**src/hw/ubsp_pkg.sv**
```systemverilog
package ubsp_pkg;
  // ******************************
  // Link power codes
  // ******************************
  localparam logic [1:0] LPS_U3 = 2'h0;
  localparam logic [1:0] LPS_U2 = 2'h1;
  localparam logic [1:0] LPS_U1 = 2'h2;
  localparam logic [1:0] LPS_U0 = 2'h3;

  // ******************************
  // Timing
  // ******************************
  localparam int CLK_MHZ = 250;
  localparam int HEARTBEAT_MS = 500;
  localparam int HEARTBEAT_CYC = HEARTBEAT_MS * 1000 * CLK_MHZ;
  localparam int ACT_HOLD_MS = 50;
  localparam int ACT_HOLD_CYC = ACT_HOLD_MS * 1000 * CLK_MHZ;

  // Link state from the USB core
  typedef enum logic [1:0] {
    UBSP_ST_U3 = 2'b00,
    UBSP_ST_U2 = 2'b01,
    UBSP_ST_U1 = 2'b10,
    UBSP_ST_U0 = 2'b11
  } ubsp_lstate_t;

  // Host control of one spare pin or link power pin
  typedef struct packed {
    logic asOutput;
    logic level;
  } ubsp_pinctl_t;

  // Bridge status from the firmware side
  typedef struct packed {
    logic fwRunning;
    logic u12Enabled;
    ubsp_lstate_t linkState;
    logic usb2Attached;
    logic usb2Suspended;
    logic ssConnected;
    logic diskXfer;
  } ubsp_status_t;
endpackage

```
**src/hw/ubsp_status_pins.sv**
```systemverilog
module ubsp_status_pins
  import ubsp_pkg::*;
#(
  parameter int HEARTBEAT_CYCLES = HEARTBEAT_CYC,
  parameter int ACT_HOLD_CYCLES = ACT_HOLD_CYC
) (
  // Clock and reset
  input wire logic sys_clk,
  input wire logic rst,
  // Bridge status and host pin control
  input wire ubsp_status_t status,
  input wire ubsp_pinctl_t spareCtlA,
  input wire ubsp_pinctl_t spareCtlB,
  input wire ubsp_pinctl_t spareCtlC,
  input wire ubsp_pinctl_t powerCtl0,
  input wire ubsp_pinctl_t powerCtl1,
  // Spare pins (oe low drives)
  input wire logic spareAIn,
  output logic spareAOut,
  output logic spareAOe,
  output logic spareAPullUp,
  input wire logic spareBIn,
  output logic spareBOut,
  output logic spareBOe,
  input wire logic spareCIn,
  output logic spareCOut,
  output logic spareCOe,
  output logic spareCPullUp,
  // Link power state pins
  output logic [1:0] linkPowerOut,
  output logic [1:0] linkPowerOe,
  // Indicators (oe low drives)
  output logic hsSuspendOut,
  output logic hsSuspendOe,
  output logic superspeedOut,
  output logic superspeedOe,
  output logic diskActivityOut,
  output logic diskActivityOe,
  output logic heartbeatOut,
  output logic heartbeatOe,
  // Board inputs
  input wire logic wakeButtonIn,
  input wire logic selfPoweredStrap,
  input wire logic powerFaultNIn,
  // Decoded status to firmware
  output logic remoteWakeReq,
  output logic selfPowered,
  output logic powerFault,
  output logic [2:0] spareInLevel
);
  logic wakeSync;
  logic faultNSync;
  logic wakePrev;
  logic active;
  logic [31:0] hbCount;
  logic [31:0] actCount;

  // ******************************
  // Input synchronisers
  // ******************************
  ubsp_sync uWake (
    .sys_clk(sys_clk),
    .rst(rst),
    .din(wakeButtonIn),
    .rstVal(1'b0),
    .dout(wakeSync)
  );
  ubsp_sync uFault (
    .sys_clk(sys_clk),
    .rst(rst),
    .din(powerFaultNIn),
    .rstVal(1'b1),
    .dout(faultNSync)
  );

  assign active = status.fwRunning;

  // ******************************
  // Board input decode
  // ******************************
  // Edge detect so a held button asks once
  always_ff @(posedge sys_clk) begin
    if (rst) begin
      wakePrev <= 1'b0;
      remoteWakeReq <= 1'b0;
      selfPowered <= 1'b0;
      powerFault <= 1'b0;
      spareInLevel <= 3'h0;
    end else begin
      wakePrev <= wakeSync;
      remoteWakeReq <= active && wakeSync && !wakePrev;
      selfPowered <= selfPoweredStrap;
      powerFault <= !faultNSync;
      spareInLevel <= {spareCIn, spareBIn, spareAIn};
    end
  end

  // ******************************
  // Spare pins
  // ******************************
  // Pull direction is fixed; only drive changes
  always_ff @(posedge sys_clk) begin
    if (rst) begin
      spareAOe <= 1'b1;
      spareAOut <= 1'b0;
      spareAPullUp <= 1'b0;
      spareBOe <= 1'b1;
      spareBOut <= 1'b0;
      spareCOe <= 1'b1;
      spareCOut <= 1'b0;
      spareCPullUp <= 1'b1;
    end else begin
      spareAOe <= !(active && spareCtlA.asOutput);
      spareAOut <= spareCtlA.level;
      spareBOe <= !(active && spareCtlB.asOutput);
      spareBOut <= spareCtlB.level;
      spareCOe <= !(active && spareCtlC.asOutput);
      spareCOut <= spareCtlC.level;
    end
  end

  // ******************************
  // Link power state pins
  // ******************************
  always_ff @(posedge sys_clk) begin
    if (rst) begin
      linkPowerOut <= LPS_U3;
      linkPowerOe <= 2'h3;
    end else if (active && status.u12Enabled) begin
      linkPowerOe <= 2'h0;
      case (status.linkState)
        UBSP_ST_U0: linkPowerOut <= LPS_U0;
        UBSP_ST_U1: linkPowerOut <= LPS_U1;
        UBSP_ST_U2: linkPowerOut <= LPS_U2;
        default: linkPowerOut <= LPS_U3;
      endcase
    end else begin
      linkPowerOe <= {!(active && powerCtl1.asOutput), !(active && powerCtl0.asOutput)};
      linkPowerOut <= {powerCtl1.level, powerCtl0.level};
    end
  end

  // ******************************
  // USB indicators
  // ******************************
  always_ff @(posedge sys_clk) begin
    if (rst) begin
      hsSuspendOut <= 1'b0;
      hsSuspendOe <= 1'b1;
      superspeedOut <= 1'b0;
      superspeedOe <= 1'b1;
    end else begin
      hsSuspendOe <= !active;
      hsSuspendOut <= status.usb2Attached && status.usb2Suspended;
      superspeedOe <= !active;
      superspeedOut <= status.ssConnected;
    end
  end

  // ******************************
  // Disk activity and heartbeat
  // ******************************
  // Stretch transfers so short bursts are visible
  always_ff @(posedge sys_clk) begin
    if (rst) begin
      actCount <= 32'h0;
      diskActivityOut <= 1'b0;
      diskActivityOe <= 1'b1;
    end else begin
      diskActivityOe <= !active;
      if (status.diskXfer) begin
        actCount <= 32'(ACT_HOLD_CYCLES);
      end else if (actCount != 32'h0) begin
        actCount <= actCount - 32'h1;
      end
      diskActivityOut <= active && (status.diskXfer || actCount != 32'h0);
    end
  end

  always_ff @(posedge sys_clk) begin
    if (rst) begin
      hbCount <= 32'h0;
      heartbeatOut <= 1'b0;
      heartbeatOe <= 1'b1;
    end else begin
      heartbeatOe <= !active;
      if (!active) begin
        hbCount <= 32'h0;
      end else if (hbCount >= 32'(HEARTBEAT_CYCLES - 1)) begin
        hbCount <= 32'h0;
        heartbeatOut <= !heartbeatOut;
      end else begin
        hbCount <= hbCount + 32'h1;
      end
    end
  end
endmodule

```
**src/hw/ubsp_sync.sv**
```systemverilog
module ubsp_sync
  import ubsp_pkg::*;
(
  // Clock and reset
  input wire logic sys_clk,
  input wire logic rst,
  // Data
  input wire logic din,
  input wire logic rstVal,
  output logic dout
);
  logic meta;

  // ******************************
  // Two flop synchroniser
  // ******************************
  always_ff @(posedge sys_clk) begin
    // Reset to the pin's idle level, so no false event follows reset
    if (rst) begin
      meta <= rstVal;
      dout <= rstVal;
    end else begin
      meta <= din;
      dout <= meta;
    end
  end
endmodule

```
**config.mk**
```make
export PLATFORM = sky130hd
export DESIGN_NAME = ubsp_status_pins
export DESIGN_NICKNAME = d
export VERILOG_FILES = /design/src/hw/ubsp_pkg.sv /design/src/hw/ubsp_status_pins.sv /design/src/hw/ubsp_sync.sv
export SDC_FILE = /design/constraint.sdc
export NUM_CORES = 1
export LEC_CHECK = 0
export BUFFER_PORTS_ARGS = -buffer_cell sky130_fd_sc_hd__buf_4
export CAP_MARGIN = 20
export CORE_MARGIN = 8
export CORE_UTILIZATION = 30
export CTS_CLUSTER_DIAMETER = 200
export DETAILED_ROUTE_END_ITERATION = 7
export GPL_TIMING_DRIVEN = 0
export SYNTH_ARGS = -nofsm -noshare
export SYNTH_HDL_FRONTEND = slang
export SYNTH_SLANG_ARGS = --single-unit
```
**constraint.sdc**
```tcl
create_clock -name sys_clk -period 3.95 [get_ports sys_clk]
set_clock_uncertainty 0.2 [all_clocks]
set_input_delay 0.5925 -clock sys_clk [delete_from_list [all_inputs] [get_ports sys_clk]]
set_output_delay 0.5925 -clock sys_clk [all_outputs]
set_load 0.1 [all_outputs]
```
==> run summary, run 1 <==
Critical R2R Launch: actCount[0]
Mapped Cells: 405
Die H: 128 um
Die width: 128 um
Most common cell after layout, fill and taps aside: dfxtp_1
Routability Congestion: 0.761
Worst Path Max Fanout: 7
CTS root buffer: clkbuf_16
First-iteration detailed-routing DRC count: 142
Post-synth EDFFs: 0
Hold Path Origin: uFault.dout
Cts bufs inserted: 9
Cells on worst reg2reg path: 7
Setup TNS: 0 ns
Worst r2r dst: actCount[20]
Synth area leader: dfxtp_1
Cell area after synthesis: 0.00374 sq mm
Synth cell types: 51
Rows: 40
Wire length of the first global-routing pass: 14100 um
Fin util: 0.387
DP Wirelength: 6120 um
Total track usage: 0.107
Residual DRC count: 0
CTS Sinks: 90
I/O pin count: 52
Vias per inst: 4.71
Vias in the first global route: 2974
Post-Route WL: 8300 um
CP endpoint kind: register
Reg-to-reg setup timing slack: 1.36 ns
Max Slew Vio Count: 0
Asr flop ratio synth: 0
Final #Nets: 501
Final worst-path cycle share: 0.656
Final Cell Area: 0.00469 sq mm
Top FF cell, synth: dfxtp_1
Status: finished clean
Layout cells sized above 1: 0.183
Clock H-tree levels: 3
Minimum clock period: 2.59 ns
Postcts setup bufs: 0
RSZ-0062 raised after global routing: no
CP Launch Type: register
Hold Fails Final Rpt: 0
Cts repair resizes: 0
1st-pass router iterations: 4
Area Overhead vs Synth: 25.4%
Largest net degree at the start of global routing: 15
Count of buffers from port buffering: 49
Top cells by area, synth: dfxtp_1, xor2_1, nor2_1, xnor2_1, nand3_1
Worst Hold End: powerFault
Max cap viols: 0
Leak: 0.00177 uW
Post-CTS Hold Buffers: 0
PwrDens: 481 mW/mm^2
Worst vdd rail ir drop: 0.267 mV
Initial Utilization: 0.309
Hold slack final: 0.183 ns
Post-synthesis register bit count: 90
Total congestion overflow: 0
Avg Inst Size Synth: 9.23 sq um
Initial antenna violation count: 0
Placed Cells incl. Taps: 628
Synth warn: 0
Via count: 3034
Top cell type's share of synthesized area: 0.482
Worst EP arrival: 2.65 ns
Routed len/inst: 12.9 um
Register area share after synthesis: 0.482
Hold depth: 1
DIE AREA: 0.0163 sq mm
Fmax: 0.386 GHz
Register area: 0.00180 sq mm
Placed cell area: 0.00434 sq mm
Critical path class: reg2reg
Most frequent cells in the layout: dfxtp_1, nor2_1, buf_4
CTS tree: built
Clock tree buffer depth: 2
Detail Route Antenna Nets: 0
Slew headroom: 0.462
# setup viols final: 0
Hold crit path type: reg2reg
Final std cells w/o fill: 644
Antenna cells: 0
Crit path required time: 4.02 ns
Fill cells: 1227
Multi-input gate area: 0.00183 sq mm
Worst-margin pin slew: 0.800 ns
Reg clk slew, reported paths: 0.06 ns
Core ar.: 0.0121 sq mm
Worst-skew pair later-pin latency: 0.34 ns
-- cells in the mapped netlist (5+ instances only) --
cell / instances
o2111ai_1: 7
xnor2_1: 13
dfxtp_1: 90
nor2_1: 58
o31ai_1: 5
xor2_1: 30
nor2b_1: 13
clkbuf_1: 14
o211ai_1: 8
a31oi_1: 7
nand2_1: 22
inv_1: 8
and3_1: 5
or4_1: 11
buf_4: 5
nand4_1: 5
a21oi_1: 18
nor3_1: 9
nor4_1: 8
nand3_1: 20
o21ai_0: 5
-- kinds of logic (layout without fill, tap and decap cells) --
logic type / Yosys count / in the layout / synth area share
compound gates: 62 / 62 / 0.115
xor+xnor: 43 / 43 / 0.101
simple gates: 175 / 175 / 0.253
flops: 90 / 90 / 0.482
fa+ha+maj: 3 / 3 / 0.0100
buf+inv: 29 / 95 / 0.0348
other cells: 2 / 7 / 0.00201
mux: 1 / 1 / 0.00301
-- critical path: stages (launching register included) --
cell      delay [ns]
dfxtp_1         0.36
inv_1           0.10
ha_1            0.21
or3b_2          0.53
nor4_2          0.56
o211ai_1        0.22
xor2_1          0.18
a21oi_1         0.15
-- registers in the layout, indices dropped and copies added (netlist names), 2 cells and up --
register	cells
actCount	32
hbCount	32
linkPowerOe	2
linkPowerOut	2
spareInLevel	3
-- power breakdown --
| group | internal [uW] | switching [uW] | total [uW] |
|---|---|---|---|
| Clock | 630 | 347 | 977 |
| Combinational | 102 | 206 | 308 |
| Sequential | 943 | 27.5 | 970 |
| Total | 1670 | 580 | 2260 |
-- metrics by stage --
stage	total power (uW)	setup slack (ns)
final	2260	1.36
after global routing	2360	1.18
after floorplan	1220	1.65
after detailed placement	1300	1.42
after global placement	1290	1.29
after CTS	2290	1.39
-- final cells by class --
type,instances,area share
plain buffers,21,0.0214
clock buffers,10,0.0510
clock inverters,5,0.0219
inverters,8,0.00641
multi-input cells,291,0.390
flip-flops and latches,90,0.384
well taps,168,0.0448
repair buffers,51,0.0806
-- worst max-delay path by stage --
stage / startpoint / endpoint / slack (ns)
floorplan: actCount[4] / actCount[0] / 1.65
global placement: hbCount[0] / hbCount[24] / 1.29
detailed placement: actCount[0] / actCount[18] / 1.42
CTS: actCount[0] / actCount[20] / 1.39
global route: actCount[0] / actCount[11] / 1.18
finish: actCount[0] / actCount[20] / 1.36
-- per-layer routing --
metal,part of all wire,track usage,wire length (um),vias to the layer above
met1,0.47,0.132,3870,1394
met3,0.071,0.0424,590,4
met2,0.45,0.163,3750,74
met4,0.010,0.0483,86,0
met5,0,0,0,-
li1,-,-,-,1562
Power figures use the tool's default switching activity.
==> run 2, diff against run 1 <==
- ABC_AREA: not set -> 1
- clock period: 3.95 -> 2.4 ns (I/O delays scaled with it)
==> run 2 against run 1 <==
Net effect: worst hold slack got worse by 0.17 ns; critical endpoint is now actCount[8]; count of clock-buffer cells in the layout unchanged; synthesized cell count increased by 47%; die area increased by 11%; sequential power increased by 64%.
==> run summary, run 2 <==
Status: finished clean
Top cell type's share of synthesized area: 0.430 (-0.0518)
Final setup margin: 0.311 ns (-1.05 ns)
Avg Inst Size Synth: 7.05 sq um (-24%)
Total congestion overflow: 0 (unchanged)
Synth area leader: dfxtp_1
1st-pass router iterations: 5 (+1)
# setup viols final: 0 (unchanged)
I/O pin count: 52 (unchanged)
Hold depth: 2 (+1)
Postcts setup bufs: 0 (unchanged)
Cell area after synthesis: 0.00419 sq mm (+12%)
Synth cell types: 36 (-29%)
Max Slew Vio Count: 0 (unchanged)
Reg clk slew, reported paths: 0.07 ns (about the same)
Slew headroom: 0.641 (+0.179)
Count of buffers from port buffering: 49 (unchanged)
CP Launch Point: actCount[0]
Mapped Cells: 594 (+47%)
Fmax: 0.479 GHz (+24%)
Most frequent cells in the layout: nor2_1, nand2_1, dfxtp_1
CP endpoint kind: register
Clock tree buffer depth: 2 (unchanged)
Final #Nets: 698 (+39%)
Register area share after synthesis: 0.430 (-0.0518)
Cells on worst reg2reg path: 7 (unchanged)
Fin util: 0.377 (-0.0100)
Hold Path Origin: powerCtl0[1]
Via count: 3781 (+25%)
Rows: 43 (+7.5%)
Antenna cells: 0 (unchanged)
Critical path class: reg2reg
Top FF cell, synth: dfxtp_1
Initial Utilization: 0.304 (-0.00455)
Hold crit path type: in2reg
Multi-input gate area: 0.00212 sq mm (+16%)
Routability Congestion: 0.874 (+15%)
Hold slack final: 0.0108 ns (-0.172 ns)
Worst vdd rail ir drop: 0.376 mV (+41%)
Worst-skew pair later-pin latency: 0.35 ns (about the same)
Minimum clock period: 2.09 ns (-0.500 ns)
CTS root buffer: clkbuf_16
Final std cells w/o fill: 854 (+33%)
Critical R2R Launch: actCount[0]
Worst EP arrival: 2.16 ns (-0.49 ns)
Fill cells: 1506 (+23%)
Routed len/inst: 11.5 um (-11%)
Crit path required time: 2.47 ns (-1.55 ns)
Worst-margin pin slew: 0.538 ns (-0.262 ns)
Register area: 0.00180 sq mm (unchanged)
Hold Fails Final Rpt: 0 (unchanged)
RSZ-0062 raised after global routing: no
CTS Sinks: 90 (unchanged)
Count leader, synth: nor2_1
Post-Route WL: 9800 um (+18%)
Wire length of the first global-routing pass: 16900 um (+19%)
Post-synth EDFFs: 0 (unchanged)
First-iteration detailed-routing DRC count: 243 (+71%)
Biggest regs: actCount (32), hbCount (32), spareInLevel (3)
Die width: 134 um (+5.1%)
Worst Path Max Fanout: 6 (-1)
Initial antenna violation count: 0 (unchanged)
Total track usage: 0.116 (+0.00833)
Dpl ws: 0.348 ns (-1.07 ns)
DIE AREA: 0.0180 sq mm (+11%)
Vias in the first global route: 3632 (+22%)
Core ar.: 0.0138 sq mm (+14%)
Largest net degree at the start of global routing: 18 (+3)
Leak: 0.00219 uW (+24%)
CTS tree: built
Top cells by area, synth: dfxtp_1, nor2_1, nand2_1, inv_1, xnor2_1
Cts bufs inserted: 9 (unchanged)
Most common cell after layout, fill and taps aside: nor2_1
DP Wirelength: 7520 um (+23%)
PwrDens: 677 mW/mm^2 (+41%)
Detail Route Antenna Nets: 0 (unchanged)
Asr flop ratio synth: 0 (unchanged)
CP Launch Type: register
Post-synthesis register bit count: 90 (unchanged)
Final worst-path cycle share: 0.871 (+0.215)
Synth warn: 0 (unchanged)
Vias per inst: 4.43 (-6.0%)
Area Overhead vs Synth: 23.9%
Die H: 134 um (+5.1%)
Placed Cells incl. Taps: 828 (+32%)
Setup TNS: 0 ns (unchanged)
Synth cell count leaders: nor2_1, nand2_1, dfxtp_1
Max cap viols: 0 (unchanged)
Clock H-tree levels: 3 (unchanged)
Layout cells sized above 1: 0.144 (-0.0389)
Residual DRC count: 0 (unchanged)
-- run 2: cell types whose count changed after synthesis, moves of 7 or more --
cell / previous run / this run
xor2_1: 30 / 13
nand4_1: 5 / 17
or4_1: 11 / 0
nor4_1: 8 / 1
inv_1: 8 / 49
clkbuf_1: 14 / 5
o211ai_1: 8 / 0
a31oi_1: 7 / 0
o2111ai_1: 7 / 0
nor2b_1: 13 / 0
nor2_1: 58 / 154
nand2_1: 22 / 132
-- run 2: final timing paths --
| path | slack [ns] | endpoint |
|---|---|---|
| max | 0.31 | actCount[8] |
| max reg2reg | 0.31 | actCount[8] |
| min reg2reg | 0.19 | remoteWakeReq |
| min | 0.01 | linkPowerOe[0] |
-- run 2: cells by family after synthesis --
group | after synthesis | synth area share
XOR/XNOR | 29 | 0.0606
flip-flops | 90 | 0.430
adder cells (fa/ha/maj) | 3 | 0.00896
other | 2 | 0.00179
AO/OA/AOI/OAI | 38 | 0.0529
buffers and inverters | 68 | 0.0693
AND/OR/NAND/NOR | 364 | 0.377
-- run 2: report_power, final --
part / leakage [uW] / internal, uW / total, uW / switching (uW)
Sequential: 0.000738 / 1550 / 1590 / 38.1
Combinational: 0.00130 / 166 / 550 / 384
Clock: 0.000145 / 752 / 1380 / 627
-- run 2: critical path, stage by stage (launching register included) --
cell	delay (ns)
dfxtp_1	0.33
inv_1	0.15
ha_1	0.34
nand2_1	0.21
nor2_1	0.29
inv_1	0.10
or2_0	0.21
a211oi_1	0.18
-- run 2: final cells by class --
cell class | instances | area share
Multi-Input combinational cell | 441 | 0.408
Sequential cell | 90 | 0.347
Tap cell | 180 | 0.0434
Inverter | 53 | 0.0383
Clock buffer | 10 | 0.0460
Timing Repair Buffer | 59 | 0.0901
Clock inverter | 6 | 0.0101
Buffer | 15 | 0.0176
-- run 2: repair_timing --
| action | in CTS | in global routing |
|---|---|---|
| hold endpoints to repair | 10 | 0 |
| hold buffers | 10 | 0 |
| gates resized for setup | 0 | 0 |
-- run 2: layer usage --
metal,vias up,GRT usage,wire length (um)
li1,2004,-,-
met3,9,0.0359,816
met2,96,0.164,3850
met4,0,0.0568,168
met5,-,0,0
met1,1672,0.155,4970
-- run 2: stage by stage --
step	power, uW	instance area, sq um
finish	3520	5190
global route	3690	5190
CTS	3570	5190
detailed placement	2160	4800
global placement	2150	4800
floorplan	2020	4210
